===== src/include/acs_map.vh =====
// Register map, field positions, reset values and timing counts of the converter sequencer.
// Assumes a 125 MHz system clock and a 32-bit APB slave with one register per aligned word.
`ifndef ACS_MAP_VH
`define ACS_MAP_VH

// APB byte addresses
`define ACS_ADDR_RES_HI    8'h00
`define ACS_ADDR_RES_LO    8'h04
`define ACS_ADDR_CHAN_CTL  8'h08
`define ACS_ADDR_REF_PORT  8'h0c
`define ACS_ADDR_TIMING    8'h10
`define ACS_ADDR_STATUS    8'h14
`define ACS_ADDR_PORT_RD   8'h18

// Register index codes returned by the address decoder
`define ACS_IDX_NONE       3'h0
`define ACS_IDX_RES_HI     3'h1
`define ACS_IDX_RES_LO     3'h2
`define ACS_IDX_CHAN_CTL   3'h3
`define ACS_IDX_REF_PORT   3'h4
`define ACS_IDX_TIMING     3'h5
`define ACS_IDX_STATUS     3'h6
`define ACS_IDX_PORT_RD    3'h7

// Channel control fields
`define ACS_ON_BIT         0
`define ACS_GO_BIT         1
`define ACS_CHS_LSB        2
`define ACS_CHS_MSB        5
// Reference and port configuration fields
`define ACS_PCFG_LSB       0
`define ACS_PCFG_MSB       3
`define ACS_VCFG_LSB       4
`define ACS_VCFG_MSB       5
// Timing and format fields
`define ACS_ADCS_LSB       0
`define ACS_ADCS_MSB       2
`define ACS_ACQT_LSB       3
`define ACS_ACQT_MSB       5
`define ACS_FMT_BIT        7
// Status fields
`define ACS_DONE_BIT       0

// Reset values
`define ACS_PCFG_RST_ANA   4'h0
`define ACS_PCFG_RST_DIG   4'h7
`define ACS_CHAN_RST       8'h00
`define ACS_TIMING_RST     8'h00
`define ACS_VCFG_RST       2'h0

// Channel and trigger constants
`define ACS_NUM_CHAN       13
`define ACS_CMP_SEV_MODE   4'hb

// Timing in conversion bit periods
`define ACS_CONV_TADS      4'd11
`define ACS_WAIT_TADS      4'd2
`define ACS_LAST_BIT_TAD   4'd10

// Internal RC bit period emulated from the system clock
`define ACS_CLK_PERIOD_NS  8
`define ACS_RC_TAD_NS      1200
`define ACS_RC_TAD_CYC     (`ACS_RC_TAD_NS / `ACS_CLK_PERIOD_NS)
// Divider compare value for the RC bit period: one less than its cycle count
`define ACS_RC_TAD_LAST    8'd149

`endif


===== src/logic/acs_top.v =====
// Converter sequencer: APB registers, acquisition, discharge, SAR conversion and abort.
// Assumes an external comparator, sample array and input mux; pins synchronous to clk.
//
// Implementation choices: the APB interface to the registers and the register addresses.
`timescale 1ns/1ps
`default_nettype none
`include "acs_map.vh"

module acs_top (
  input  wire        clk,
  input  wire        rstn,
  input  wire        psel,
  input  wire        penable,
  input  wire        pwrite,
  input  wire [7:0]  paddr,
  input  wire [31:0] pwdata,
  output reg  [31:0] prdata_ff,
  output reg         pready_ff,
  output reg         pslverr_ff,
  input  wire        second_port_analog_reset_default,
  input  wire [3:0]  compare_mode_field,
  input  wire        cmp_special_event,
  input  wire        instr_retire,
  input  wire        ana_cmp_high,
  input  wire [12:0] pin_level,
  output reg  [3:0]  ana_channel_ff,
  output reg  [1:0]  ana_ref_sel_ff,
  output reg         ana_sample_ff,
  output reg         ana_discharge_ff,
  output reg         ana_hold_ff,
  output reg  [9:0]  ana_dac_ff,
  output reg         timer_clear_ff
);

  localparam [2:0] ST_OFF    = 3'd0;
  localparam [2:0] ST_DISCH  = 3'd1;
  localparam [2:0] ST_SAMPLE = 3'd2;
  localparam [2:0] ST_DELAY  = 3'd3;
  localparam [2:0] ST_ACQ    = 3'd4;
  localparam [2:0] ST_CONV   = 3'd5;
  localparam [2:0] ST_WAIT   = 3'd6;

  reg  [2:0]  state_ff;
  reg  [2:0]  nxt_state;
  reg  [4:0]  tad_cnt_ff;
  reg  [4:0]  nxt_tad_cnt;
  reg         go_ff;
  reg         nxt_go;
  reg  [9:0]  sar_ff;
  reg  [9:0]  nxt_sar;
  reg  [7:0]  res_hi_ff;
  reg  [7:0]  nxt_res_hi;
  reg  [7:0]  res_lo_ff;
  reg  [7:0]  nxt_res_lo;
  reg         done_ff;
  reg         nxt_done;
  reg         on_ff;
  reg  [3:0]  chs_ff;
  reg  [1:0]  vcfg_ff;
  reg  [3:0]  pcfg_ff;
  reg         fmt_ff;
  reg  [2:0]  acqt_ff;
  reg  [2:0]  adcs_ff;
  reg  [9:0]  final_res;
  wire        tad_tick;
  wire [12:0] port_read;
  wire [2:0]  acc_idx;
  wire [2:0]  setup_idx;
  wire        apb_wr;
  wire        sev_hit;
  wire        wr_ctl;
  wire        go_set_req;
  wire        go_clr_req;
  wire [4:0]  acq_last;

  // Map an APB byte address onto a register index
  function [2:0] reg_index;
    input [7:0] addr;
    begin
      if (addr == `ACS_ADDR_RES_HI)
        reg_index = `ACS_IDX_RES_HI;
      else if (addr == `ACS_ADDR_RES_LO)
        reg_index = `ACS_IDX_RES_LO;
      else if (addr == `ACS_ADDR_CHAN_CTL)
        reg_index = `ACS_IDX_CHAN_CTL;
      else if (addr == `ACS_ADDR_REF_PORT)
        reg_index = `ACS_IDX_REF_PORT;
      else if (addr == `ACS_ADDR_TIMING)
        reg_index = `ACS_IDX_TIMING;
      else if (addr == `ACS_ADDR_STATUS)
        reg_index = `ACS_IDX_STATUS;
      else if (addr == `ACS_ADDR_PORT_RD)
        reg_index = `ACS_IDX_PORT_RD;
      else
        reg_index = `ACS_IDX_NONE;
    end
  endfunction

  // Acquisition length in bit periods, minus one; zero means manual
  function [4:0] acq_tads_last;
    input [2:0] code;
    begin
      case (code)
        3'b001:  acq_tads_last = 5'd1;
        3'b010:  acq_tads_last = 5'd3;
        3'b011:  acq_tads_last = 5'd5;
        3'b100:  acq_tads_last = 5'd7;
        3'b101:  acq_tads_last = 5'd11;
        3'b110:  acq_tads_last = 5'd15;
        3'b111:  acq_tads_last = 5'd19;
        default: acq_tads_last = 5'd0;
      endcase
    end
  endfunction

  assign acc_idx   = reg_index(paddr);
  assign setup_idx = reg_index(paddr);
  assign acq_last  = acq_tads_last(acqt_ff);
  assign apb_wr    = psel & penable & pready_ff & pwrite;
  assign wr_ctl    = apb_wr && (acc_idx == `ACS_IDX_CHAN_CTL);
  // Trigger only counts in the compare mode reserved for it
  assign sev_hit   = cmp_special_event && (compare_mode_field == `ACS_CMP_SEV_MODE);
  // Go is set by software or by the trigger while the converter is on
  assign go_set_req = (wr_ctl & pwdata[`ACS_GO_BIT] & pwdata[`ACS_ON_BIT]) | (sev_hit & on_ff);
  assign go_clr_req = wr_ctl & ~pwdata[`ACS_GO_BIT];

  acs_tad_gen u_tad (
    .clk     (clk),
    .rstn    (rstn),
    .clk_sel (adcs_ff),
    .restart (nxt_state != state_ff),
    .tick_ff (tad_tick)
  );

  acs_port_mask u_mask (
    .clk          (clk),
    .rstn         (rstn),
    .port_cfg     (pcfg_ff),
    .pin_level    (pin_level),
    .port_read_ff (port_read)
  );

  // Format the finished code into the result pair
  always @* begin
    final_res = {sar_ff[9:1], ana_cmp_high};
    if (fmt_ff) begin
      nxt_res_hi = {6'h00, final_res[9:8]};
      nxt_res_lo = final_res[7:0];
    end else begin
      nxt_res_hi = final_res[9:2];
      nxt_res_lo = {final_res[1:0], 6'h00};
    end
  end

  // Sequencer; channel and pin direction never enter any condition here
  always @* begin
    nxt_state   = state_ff;
    nxt_tad_cnt = tad_cnt_ff;
    nxt_sar     = sar_ff;
    nxt_done    = done_ff;
    nxt_go      = go_ff;
    if (go_set_req)
      nxt_go = 1'b1;
    else if (go_clr_req)
      nxt_go = 1'b0;
    if (apb_wr && (acc_idx == `ACS_IDX_STATUS) && pwdata[`ACS_DONE_BIT])
      nxt_done = 1'b0;
    case (state_ff)
      ST_OFF: begin
        nxt_go = 1'b0;
        if (on_ff)
          nxt_state = ST_DISCH;
      end
      ST_DISCH: begin
        if (tad_tick)
          nxt_state = ST_SAMPLE;
      end
      ST_SAMPLE: begin
        nxt_tad_cnt = 5'd0;
        nxt_sar     = 10'h000;
        if (go_ff) begin
          if (acqt_ff == 3'b000)
            nxt_state = ST_DELAY;
          else
            nxt_state = ST_ACQ;
        end
      end
      ST_DELAY: begin
        if (!go_ff)
          nxt_state = ST_WAIT;
        else if (instr_retire)
          nxt_state = ST_CONV;
      end
      ST_ACQ: begin
        if (!go_ff) begin
          nxt_state   = ST_WAIT;
          nxt_tad_cnt = 5'd0;
        end else if (tad_tick) begin
          if (tad_cnt_ff == acq_last) begin
            nxt_state   = ST_CONV;
            nxt_tad_cnt = 5'd0;
          end else begin
            nxt_tad_cnt = tad_cnt_ff + 5'd1;
          end
        end
      end
      ST_CONV: begin
        if (!go_ff) begin
          nxt_state   = ST_WAIT;
          nxt_tad_cnt = 5'd0;
        end else if (tad_tick) begin
          // First period disconnects, then one bit decided per period
          if (tad_cnt_ff == {1'b0, `ACS_LAST_BIT_TAD}) begin
            nxt_sar     = final_res;
            nxt_state   = ST_WAIT;
            nxt_tad_cnt = 5'd0;
            nxt_done    = 1'b1;
            nxt_go      = sev_hit & on_ff;
          end else begin
            if (tad_cnt_ff != 5'd0)
              nxt_sar[4'd10 - tad_cnt_ff[3:0]] = ana_cmp_high;
            nxt_sar[4'd9 - tad_cnt_ff[3:0]] = 1'b1;
            nxt_tad_cnt = tad_cnt_ff + 5'd1;
          end
        end
      end
      ST_WAIT: begin
        if (tad_tick) begin
          if (tad_cnt_ff == {1'b0, `ACS_WAIT_TADS} - 5'd1)
            nxt_state = ST_DISCH;
          else
            nxt_tad_cnt = tad_cnt_ff + 5'd1;
        end
      end
      default: begin
        nxt_state = ST_OFF;
      end
    endcase
    // Switching off abandons any work without touching the result
    if (!on_ff) begin
      nxt_state = ST_OFF;
      nxt_go    = 1'b0;
    end
  end

  // Sequencer state, flags and result pair
  always @(posedge clk) begin
    if (!rstn) begin
      state_ff   <= ST_OFF;
      tad_cnt_ff <= 5'd0;
      go_ff      <= 1'b0;
      sar_ff     <= 10'h000;
      done_ff    <= 1'b0;
      res_hi_ff  <= 8'h00;
      res_lo_ff  <= 8'h00;
    end else begin
      state_ff   <= nxt_state;
      tad_cnt_ff <= nxt_tad_cnt;
      go_ff      <= nxt_go;
      sar_ff     <= nxt_sar;
      done_ff    <= nxt_done;
      // Completion outranks a software write in the same cycle
      if (state_ff == ST_CONV && on_ff && go_ff && tad_tick &&
          tad_cnt_ff == {1'b0, `ACS_LAST_BIT_TAD}) begin
        res_hi_ff <= nxt_res_hi;
        res_lo_ff <= nxt_res_lo;
      end else begin
        if (apb_wr && acc_idx == `ACS_IDX_RES_HI)
          res_hi_ff <= pwdata[7:0];
        if (apb_wr && acc_idx == `ACS_IDX_RES_LO)
          res_lo_ff <= pwdata[7:0];
      end
    end
  end

  // Software configuration; port configuration reset follows the strap
  always @(posedge clk) begin
    if (!rstn) begin
      on_ff   <= 1'b0;
      chs_ff  <= 4'h0;
      vcfg_ff <= `ACS_VCFG_RST;
      pcfg_ff <= second_port_analog_reset_default ? `ACS_PCFG_RST_ANA : `ACS_PCFG_RST_DIG;
      fmt_ff  <= 1'b0;
      acqt_ff <= 3'b000;
      adcs_ff <= 3'b000;
    end else if (apb_wr) begin
      if (acc_idx == `ACS_IDX_CHAN_CTL) begin
        on_ff  <= pwdata[`ACS_ON_BIT];
        chs_ff <= pwdata[`ACS_CHS_MSB:`ACS_CHS_LSB];
      end else if (acc_idx == `ACS_IDX_REF_PORT) begin
        vcfg_ff <= pwdata[`ACS_VCFG_MSB:`ACS_VCFG_LSB];
        pcfg_ff <= pwdata[`ACS_PCFG_MSB:`ACS_PCFG_LSB];
      end else if (acc_idx == `ACS_IDX_TIMING) begin
        fmt_ff  <= pwdata[`ACS_FMT_BIT];
        acqt_ff <= pwdata[`ACS_ACQT_MSB:`ACS_ACQT_LSB];
        adcs_ff <= pwdata[`ACS_ADCS_MSB:`ACS_ADCS_LSB];
      end
    end
  end

  // APB: data is captured in setup so pready and prdata come from flops
  always @(posedge clk) begin
    if (!rstn) begin
      pready_ff  <= 1'b0;
      pslverr_ff <= 1'b0;
      prdata_ff  <= 32'h00000000;
    end else if (psel && !penable) begin
      pready_ff  <= 1'b1;
      pslverr_ff <= (setup_idx == `ACS_IDX_NONE);
      if (setup_idx == `ACS_IDX_RES_HI)
        prdata_ff <= {24'h000000, res_hi_ff};
      else if (setup_idx == `ACS_IDX_RES_LO)
        prdata_ff <= {24'h000000, res_lo_ff};
      else if (setup_idx == `ACS_IDX_CHAN_CTL)
        prdata_ff <= {26'h0000000, chs_ff, go_ff, on_ff};
      else if (setup_idx == `ACS_IDX_REF_PORT)
        prdata_ff <= {26'h0000000, vcfg_ff, pcfg_ff};
      else if (setup_idx == `ACS_IDX_TIMING)
        prdata_ff <= {24'h000000, fmt_ff, 1'b0, acqt_ff, adcs_ff};
      else if (setup_idx == `ACS_IDX_STATUS)
        prdata_ff <= {31'h00000000, done_ff};
      else if (setup_idx == `ACS_IDX_PORT_RD)
        prdata_ff <= {19'h00000, port_read};
      else
        prdata_ff <= 32'h00000000;
    end else begin
      pready_ff  <= 1'b0;
      pslverr_ff <= 1'b0;
    end
  end

  // Phase controls and DAC registered from the next state so they line up with it; channel and reference follow the configuration
  always @(posedge clk) begin
    if (!rstn) begin
      ana_channel_ff   <= 4'h0;
      ana_ref_sel_ff   <= 2'h0;
      ana_sample_ff    <= 1'b0;
      ana_discharge_ff <= 1'b0;
      ana_hold_ff      <= 1'b0;
      ana_dac_ff       <= 10'h000;
      timer_clear_ff   <= 1'b0;
    end else begin
      ana_channel_ff   <= chs_ff;
      ana_ref_sel_ff   <= vcfg_ff;
      ana_sample_ff    <= (nxt_state == ST_SAMPLE) || (nxt_state == ST_ACQ) || (nxt_state == ST_DELAY);
      ana_discharge_ff <= (nxt_state == ST_DISCH);
      ana_hold_ff      <= (nxt_state == ST_CONV);
      ana_dac_ff       <= nxt_sar;
      timer_clear_ff   <= sev_hit;
    end
  end

endmodule
`default_nettype wire


===== src/logic/acs_tad_gen.v =====
// Conversion bit period divider: one-cycle tick per bit period.
// Assumes a synchronous restart from the sequencer at each phase change.
`timescale 1ns/1ps
`default_nettype none
`include "acs_map.vh"

module acs_tad_gen (
  input  wire       clk,
  input  wire       rstn,
  input  wire [2:0] clk_sel,
  input  wire       restart,
  output reg        tick_ff
);

  reg [7:0] cnt_ff;
  wire [7:0] last_cnt;

  // Cycles per bit period minus one for each clock select code
  function [7:0] tad_last;
    input [2:0] sel;
    begin
      if (sel[1:0] == 2'b11)
        tad_last = `ACS_RC_TAD_LAST;
      else if (sel == 3'b000)
        tad_last = 8'd1;
      else if (sel == 3'b100)
        tad_last = 8'd3;
      else if (sel == 3'b001)
        tad_last = 8'd7;
      else if (sel == 3'b101)
        tad_last = 8'd15;
      else if (sel == 3'b010)
        tad_last = 8'd31;
      else
        tad_last = 8'd63;
    end
  endfunction

  assign last_cnt = tad_last(clk_sel);

  // Restart begins every phase on a fresh full bit period
  always @(posedge clk) begin
    if (!rstn || restart) begin
      cnt_ff  <= 8'h00;
      tick_ff <= 1'b0;
    end else if (cnt_ff >= last_cnt) begin
      cnt_ff  <= 8'h00;
      tick_ff <= 1'b1;
    end else begin
      cnt_ff  <= cnt_ff + 8'd1;
      tick_ff <= 1'b0;
    end
  end

endmodule
`default_nettype wire


===== src/logic/acs_port_mask.v =====
// Port read masking: pins set up as analog channels read back as zero.
// Assumes pin levels already synchronous to the system clock.
`timescale 1ns/1ps
`default_nettype none
`include "acs_map.vh"

module acs_port_mask (
  input  wire        clk,
  input  wire        rstn,
  input  wire [3:0]  port_cfg,
  input  wire [12:0] pin_level,
  output reg  [12:0] port_read_ff
);

  // Low channels are analog; higher codes free more pins for digital use
  function [12:0] analog_mask;
    input [3:0] cfg;
    integer i;
    reg [4:0] cnt;
    begin
      cnt = (cfg <= 4'd2) ? 5'd13 : (5'd15 - {1'b0, cfg});
      for (i = 0; i < `ACS_NUM_CHAN; i = i + 1)
        analog_mask[i] = (i < cnt);
    end
  endfunction

  // Analog pins read low whatever level sits on them
  always @(posedge clk) begin
    if (!rstn)
      port_read_ff <= 13'h0000;
    else
      port_read_ff <= pin_level & ~analog_mask(port_cfg);
  end

endmodule
`default_nettype wire


===== config.mk =====
export PLATFORM = sky130hd
export DESIGN_NAME = acs_top
export DESIGN_NICKNAME = d
export VERILOG_FILES = /design/src/logic/acs_top.v /design/src/logic/acs_tad_gen.v /design/src/logic/acs_port_mask.v
export VERILOG_INCLUDE_DIRS = /design/src /design/src/include
export SDC_FILE = /design/constraint.sdc
export NUM_CORES = 1
export LEC_CHECK = 0
export BUFFER_PORTS_ARGS = -buffer_cell sky130_fd_sc_hd__buf_4
export CORE_MARGIN = 2
export CORE_UTILIZATION = 48
export DETAILED_ROUTE_END_ITERATION = 8
export MAX_ROUTING_LAYER = met4
export PLACE_DENSITY = 0.73
export SETUP_SLACK_MARGIN = 0.4
export SLEW_MARGIN = 40
export SYNTH_ARGS = -nofsm -noshare
export SYNTH_HDL_FRONTEND = slang
export SYNTH_SLANG_ARGS = --single-unit
export TNS_END_PERCENT = 1

===== constraint.sdc =====
create_clock -name clk -period 2.8 [get_ports clk]
set_clock_uncertainty 0.2 [all_clocks]
set_input_delay 0.14 -clock clk [delete_from_list [all_inputs] [get_ports clk]]
set_output_delay 0.14 -clock clk [all_outputs]
set_load 0.03 [all_outputs]

### After elaboration in Yosys (flattened, before gate mapping)

Cells that the tools add are included.

| storage, ports and cells | value |
|---|---|
| bits in registers | 120 |
| bits of input ports | 66 |
| output and inout port bits | 54 |
| word-level logic and storage cells | 238 |

| operators by class | value |
|---|---|
| add/sub/neg operators | 5 |
| order comparisons | 19 |
| equality and inequality tests | 51 |
| mux-type cells | 84 |
| bitwise gates (word level) | 14 |
| reductions and logical operators | 38 |

Operators by type and width:

| kind | count |
|---|---|
| $mux 13 | 7 |
| $mux 8 | 11 |
| $mux 10 | 8 |
| $mux 3 | 22 |
| $eq 3x3->1 const B | 15 |
| $mux 5 | 9 |
| $pmux 5 s7 | 1 |
| $eq 3x2->1 const B | 9 |
| $lt 4x5->1 const A | 5 |
| $eq 8x5->1 const B | 3 |
| $pmux 3 s7 | 1 |
| $lt 3x5->1 const A | 4 |
| $pmux 10 s2 | 1 |
| $pmux 5 s4 | 1 |
| $eq 8x4->1 const B | 2 |
| $mux 4 | 4 |
| $eq 3x1->1 const B | 5 |
| $mux 1 | 14 |
| $and 13x13->13 | 1 |
| $logic_and 1x1->1 | 13 |
| $not 13->13 | 1 |
| $logic_not 3->1 | 4 |
| $bwmux 10 | 1 |
| $lt 1x5->1 const A | 2 |
| other kinds (37) | 67 |

### Logic depth before layout (Yosys ltp)

| depth | value |
|---|---|
| word-level depth | 18 |
| gate-level depth with buffers | 9 |
| gate-level depth less buffers | 9 |

### Cells and area by module

A second synthesis with hierarchy kept.

| second synthesis, totals | value |
|---|---|
| cells, all modules | 670 |
| area, all modules | 5601.6 µm² |

Modules (own cells, without submodules):

| module | instances | cells each | area each (µm²) | sequential area each (µm²) |
|---|---|---|---|---|
| acs_top | 1 | 564 | 4599.4 | 1621.6 |
| acs_tad_gen | 1 | 60 | 556.8 | 180.2 |
| acs_port_mask | 1 | 46 | 445.4 | 260.2 |

### Worst setup path before layout

OpenSTA, ideal clock, no wires.

| timing path | value |
|---|---|
| path type | register to register |
| start point | reg tad_cnt_ff[1] |
| end point | reg u_tad.cnt_ff[7] |
| setup time | 70 ps |
| data arrival time | 2123 ps |
| required time | 2530 ps |
| setup slack | 407 ps |
| cell stages (with the launch flop) | 9 |
| buffers on the path | 0 |
| clock period less this slack | 2393 ps |
| cell sequence | dfxtp_1 > inv_1 > ha_1 > nor4b_4 > a211o_1 > a31oi_1 > mux2i_1 > nand3_1 > a21oi_1 |

| between the ends | value |
|---|---|
| cells in the longest elaborated chain, start to end | 9 |
| elaborated cells on any way between the ends | 16 |
| those cells by class | 4 x eq/ne; 10 x mux; 2 x reduce/logical |

Ends and longest elaborated chain:

| element | RTL line | RTL |
|---|---|---|
| start: declaration | acs_top.v:45 | `reg [4:0] tad_cnt_ff;` |
| start signal: assignment | acs_top.v:258 | `tad_cnt_ff <= nxt_tad_cnt;` |
| $eq 5x4->1 or $eq 5x5->1 (tied branches) | acs_top.v:213, acs_top.v:199 |  |
| $mux 3, on equally long branches | acs_top.v:213, acs_top.v:199 |  |
| $mux 3, on equally long branches | acs_top.v:211, acs_top.v:198 |  |
| $mux 3, on equally long branches | acs_top.v:208, acs_top.v:195 |  |
| $pmux 3 s7 * | acs_top.v:168 | `case (state_ff)` |
| $mux 3 * | acs_top.v:240 | `if (!on_ff) begin` |
| $ne 3x3->1 * | acs_top.v:131 | `.restart (nxt_state != state_ff),` |
| $logic_or 1x1->1 * | acs_tad_gen.v:43 | `if (!rstn \|\| restart) begin` |
| $reduce_or 2->1 (no line) * | n/a |  |
| end signal: assignment | acs_tad_gen.v:50 | `cnt_ff <= cnt_ff + 8'd1;` |
| end: declaration | acs_tad_gen.v:15 | `reg [7:0] cnt_ff;` |

Every way passes the cells marked *; elsewhere a longest branch is shown, timed or not.
A chain may end at the register's enable or synchronous reset.

### Worst setup path after layout

| timing path | value |
|---|---|
| start point | reg tad_cnt_ff[1] |
| end point | reg ana_dac_ff[4] |

| between the ends | value |
|---|---|
| cells in the longest elaborated chain, start to end | 16 |
| elaborated cells on any way between the ends | 27 |
| those cells by class | 2 x add/sub; 4 x order compare; 2 x eq/ne; 14 x mux; 1 x bitwise; 4 x reduce/logical |

Ends and longest elaborated chain:

| element | RTL line | RTL |
|---|---|---|
| $sub 4x4->4 | acs_top.v:221 | `nxt_sar[4'd10 - tad_cnt_ff[3:0]] = ana_cmp_high;` |
| $lt 4x5->1 (not written as such) or $ge 4x1->1 (tied branches) | acs_top.v:221 |  |
| $logic_and 1x1->1 (not written as such) | acs_top.v:221 |  |
| $mux 1 (not written as such) | acs_top.v:221 |  |
| $demux 1 s4 | acs_top.v:221 |  |
| $bwmux 10 | acs_top.v:221 |  |
| $mux 10 | acs_top.v:220 | `if (tad_cnt_ff != 5'd0)` |
| $mux 10 | acs_top.v:213 | `` if (tad_cnt_ff == {1'b0, `ACS_LAST_BIT_TAD}) begin `` |
| $mux 10 | acs_top.v:211 | `end else if (tad_tick) begin` |
| $mux 10 | acs_top.v:208 | `if (!go_ff) begin` |
| $mux 10 | acs_top.v:168 |  |
| $or 10x10->10 (no line) | n/a |  |
| $mux 10 | acs_top.v:213 |  |
| $mux 10 | acs_top.v:211 |  |
| $mux 10 | acs_top.v:208 |  |
| $pmux 10 s2 | acs_top.v:168 |  |
| end signal: assignment | acs_top.v:348 | `ana_dac_ff <= nxt_sar;` |
| end: declaration | acs_top.v:31 | `output reg [9:0] ana_dac_ff,` |

Several ways; a longest one is shown, not always the timed one. The select of a mux whose other input is x is not followed.

==> flow_metrics.py <==
metrics = {
    "worst_setup_path": {
        "startpoint": "tad_cnt_ff[1]$_SDFFE_PN0P_",
        "cp.required_ps": 2860,
        "reg2reg_slack_ps": 370,
        "critPathKind": "flop to flop",
        "cp_max_fo": 9,
        "end_kind": "flop",
        "critPathLaunchType": "flop",
        "critical_path_arrival_ps": 2490,
        "rr_worst_depth": 8,
        "r2r_end": "ana_dac_ff[4]$_SDFFE_PN0P_",
        "reg2reg_from": "tad_cnt_ff[1]$_SDFFE_PN0P_",
        "crit_end": "ana_dac_ff[4]$_SDFFE_PN0P_",
    },
    "status": {
        "status": "finished with violations",
        "violations": "hold timing",
    },
    "yosys": {
        "yosysTopAreaCell": "dfxtp_1",
        "synth_area_per_cell_um2": 8.499,
        "synth_edf_count": 4,
        "ys_top_cells_by_area": "dfxtp_1, a21oi_1, mux2i_1, nand2_1, ha_1",
        "yosys_warnings": 0,
        "synth_ff_type": "dfxtp_1",
        "yosysSeqAreaShare_pct": 36.43,
        "ys_async_sr_fraction_pct": 0,
        "syn-cell-area_mm2": 0.005660,
        "yosysUniqueCellTypes": 77,
        "ys_ff_latch": 101,
        "synth_top_area_share_pct": 34.31,
        "synthCells": 666,
    },
    "routing": {
        "viasPerCell": 5.839,
        "routedWlPerCell_um": 16.81,
        "firstDrtPassIters": 4,
        "num_vias": 5238,
        "drc_errors": 0,
        "ant_nets": 0,
        "drtIter0Drc": 388,
        "routed_wl_mm": 15.08,
    },
    "die": {
        "core_area_mm2": 0.01147,
        "start_util_pct": 49.36,
        "die_y_um": 112.6,
        "row_count": 39,
        "pin_count": 120,
        "dieArea_mm2": 0.01268,
        "die_x_um": 112.6,
    },
    "placed_design": {
        "io_buffers": 76,
        "gp_congestion": 0.9065,
        "place_inst": 856,
        "dp.final_hpwl_mm": 10.30,
    },
    "clock_tree": {
        "clock_sinks": 101,
        "cts.clk_slew.worst_paths_ps": 70,
        "h-tree-depth": 3,
        "clk_latency_ps": 350,
        "clockRootBuffer": "clkbuf_16",
        "cts_tree": "built",
        "cts_made_buffers": 9,
        "clockBufferDepth": 2,
    },
    "timing": {
        "rsz0062_at_grt": "true",
        "period_share_pct": 86.84,
        "finalCriticalPeriod_ps": 2432,
        "setup_viol": 0,
        "tightest_slew_ps": 661.9,
        "hold_viol": 1,
        "drv_slew": 0,
        "hold_ws_ps": -1.212,
        "max_freq_ghz": 0.4113,
        "relSlewSlack_pct": 55.18,
        "setup_tns_ps": 0,
    },
    "hold_path": {
        "min_path_cells": 4,
        "holdCritPathClass": "input port to flop",
    },
    "cells_and_area": {
        "final_cell_mix": "dfxtp_1, buf_4, a21oi_1",
        "fillers": 999,
        "drive_gt1_share_pct": 17.77,
        "syn2layout_area_growth_pct": 20.47,
        "fin_cells": 897,
        "layout.nets": 830,
        "antenna_cells": 0,
        "final_common_cell": "dfxtp_1",
    },
    "global_route": {
        "grt_pass1_wl_mm": 24.75,
        "first_global_vias": 4986,
        "overflow": 0,
        "antenna_found_initial": 0,
        "grt_max_degree": 46,
        "grtUsageTotal_pct": 24.39,
    },
    "pwr": {
        "ir_drop_mv": 0.3149,
        "finalPower_uw": 3172,
        "p_leak_uw": 0.002790,
        "power_density_mw_per_mm2": 465.1,
    },
    "flow_run": {
        "cap_violations": 0,
    },
}
[cell usage after synthesis, drive strengths merged (2+ instances only)]
| cell type | instances |
|---|---|
| o211ai | 4 |
| o21ai | 24 |
| nand2 | 57 |
| and3 | 10 |
| nor2 | 42 |
| o22ai | 5 |
| and4 | 3 |
| mux2i | 34 |
| nor3 | 17 |
| a22oi | 5 |
| o31ai | 4 |
| xnor2 | 8 |
| and3b | 2 |
| edfxtp | 4 |
| nor4b | 2 |
| nor2b | 14 |
| nand4 | 7 |
| nand4b | 2 |
| inv | 12 |
| a211oi | 23 |
| a31oi | 7 |
| or3 | 6 |
| nand2b | 9 |
| a211o | 2 |
| and2 | 18 |
| buf | 39 |
| a21oi | 76 |
| a21o | 4 |
| clkbuf | 26 |
| o221ai | 4 |
| nand3b | 3 |
| o311ai | 2 |
| and2b | 2 |
| ha | 15 |
| dfxtp | 97 |
| a311oi | 9 |
| o211a | 4 |
| o311a | 2 |
| or3b | 2 |
| nor3b | 2 |
| o2111ai | 2 |
| nand3 | 33 |
| xor2 | 3 |
| a32oi | 2 |
[state kept, by name, summed over array words and instances (netlist names), 5 cells and up]
signal / cells
tad_cnt_ff: 5
res_hi_ff: 8
res_lo_ff: 8
prdata_ff: 13
ana_dac_ff: 10
u_mask.port_read_ff: 13
u_tad.cnt_ff: 8
[power breakdown]
group	total, uW	internal, uW	switching (uW)
Clock	1240	662	575
Sequential	1540	1490	51.0
Combinational	395	171	224
Total	3170	2320	849
[area by class of cell]
type                            count  area, um2  share of cell area [%]
Clock buffer                       11      252.7                   3.706
Clock inverter                      5      40.04                  0.5872
Inverter                           13      48.80                  0.7156
Multi-Input combinational cell    505       3266                   47.89
Sequential cell                   101       2064                   30.28
Tap cell                          143      178.9                   2.624
Timing Repair Buffer              119      968.4                   14.20
[critical path: stages (launching register included)]
cell and delay [ps]:
dfxtp_2 420, inv_1 120, ha_1 240, a21oi_1 170, xnor2_1 210, buf_4 220, nor3_1 370, mux2i_1 140
a311oi_1 270
[cell families after synthesis]
group | count (synthesis) | share of synthesized area, %
multiplexers | 35 | 6.211
adder cells (fa/ha/maj) | 15 | 3.316
AND/OR/NAND/NOR | 234 | 22.66
other | 1 | 0.06625
flip-flops | 101 | 36.43
XOR/XNOR | 11 | 1.702
buffers and inverters | 78 | 7.427
AO/OA/AOI/OAI | 191 | 22.19
[metrics by stage]
stage | hold slack [ps] | worst slack [ps] | utilization [%] | cell area, um2
floorplan | 56.09 | 407.2 | - | 5728
global placement | 164.0 | 255.5 | 54.53 | 6254
detailed placement | 164.8 | 150.7 | 54.53 | 6254
CTS | 2.289 | 340.6 | 59.38 | 6809
global route | 20.17 | 211.6 | 59.47 | 6819
finish | -1.212 | 368.4 | 59.47 | 6819
[worst min-delay path by stage]
| stage | slack [ps] | startpoint | endpoint |
|---|---|---|---|
| after floorplan | 60 | pin_level[10] | u_mask.port_read_ff[10]$_SDFF_PN0_ |
| after global placement | 160 | pin_level[3] | u_mask.port_read_ff[3]$_SDFF_PN0_ |
| after detailed placement | 160 | pin_level[3] | u_mask.port_read_ff[3]$_SDFF_PN0_ |
| after CTS | 2 | penable | prdata_ff[6]$_SDFFE_PN0P_ |
| after global routing | 20 | compare_mode_field[3] | timer_clear_ff$_SDFF_PN0_ |
| final | -1 | penable | prdata_ff[6]$_SDFFE_PN0P_ |
[metal layers]
layer  global-route usage [%]  routed length (um)
met4                    7.480                 260
met1                    31.76                6671
met3                    3.726                 885
met5                        -                   0
met2                    39.24                7264
[timing repair]
action,in CTS,in global routing
gates cloned,0,0
endpoints found under the setup margin,22,39
buffers inserted,0,0
hold buffers,25,0
gates resized for setup,4,3
endpoints found under the hold margin,38,0
pin swaps,0,0
(Power assumes the default switching activity.)
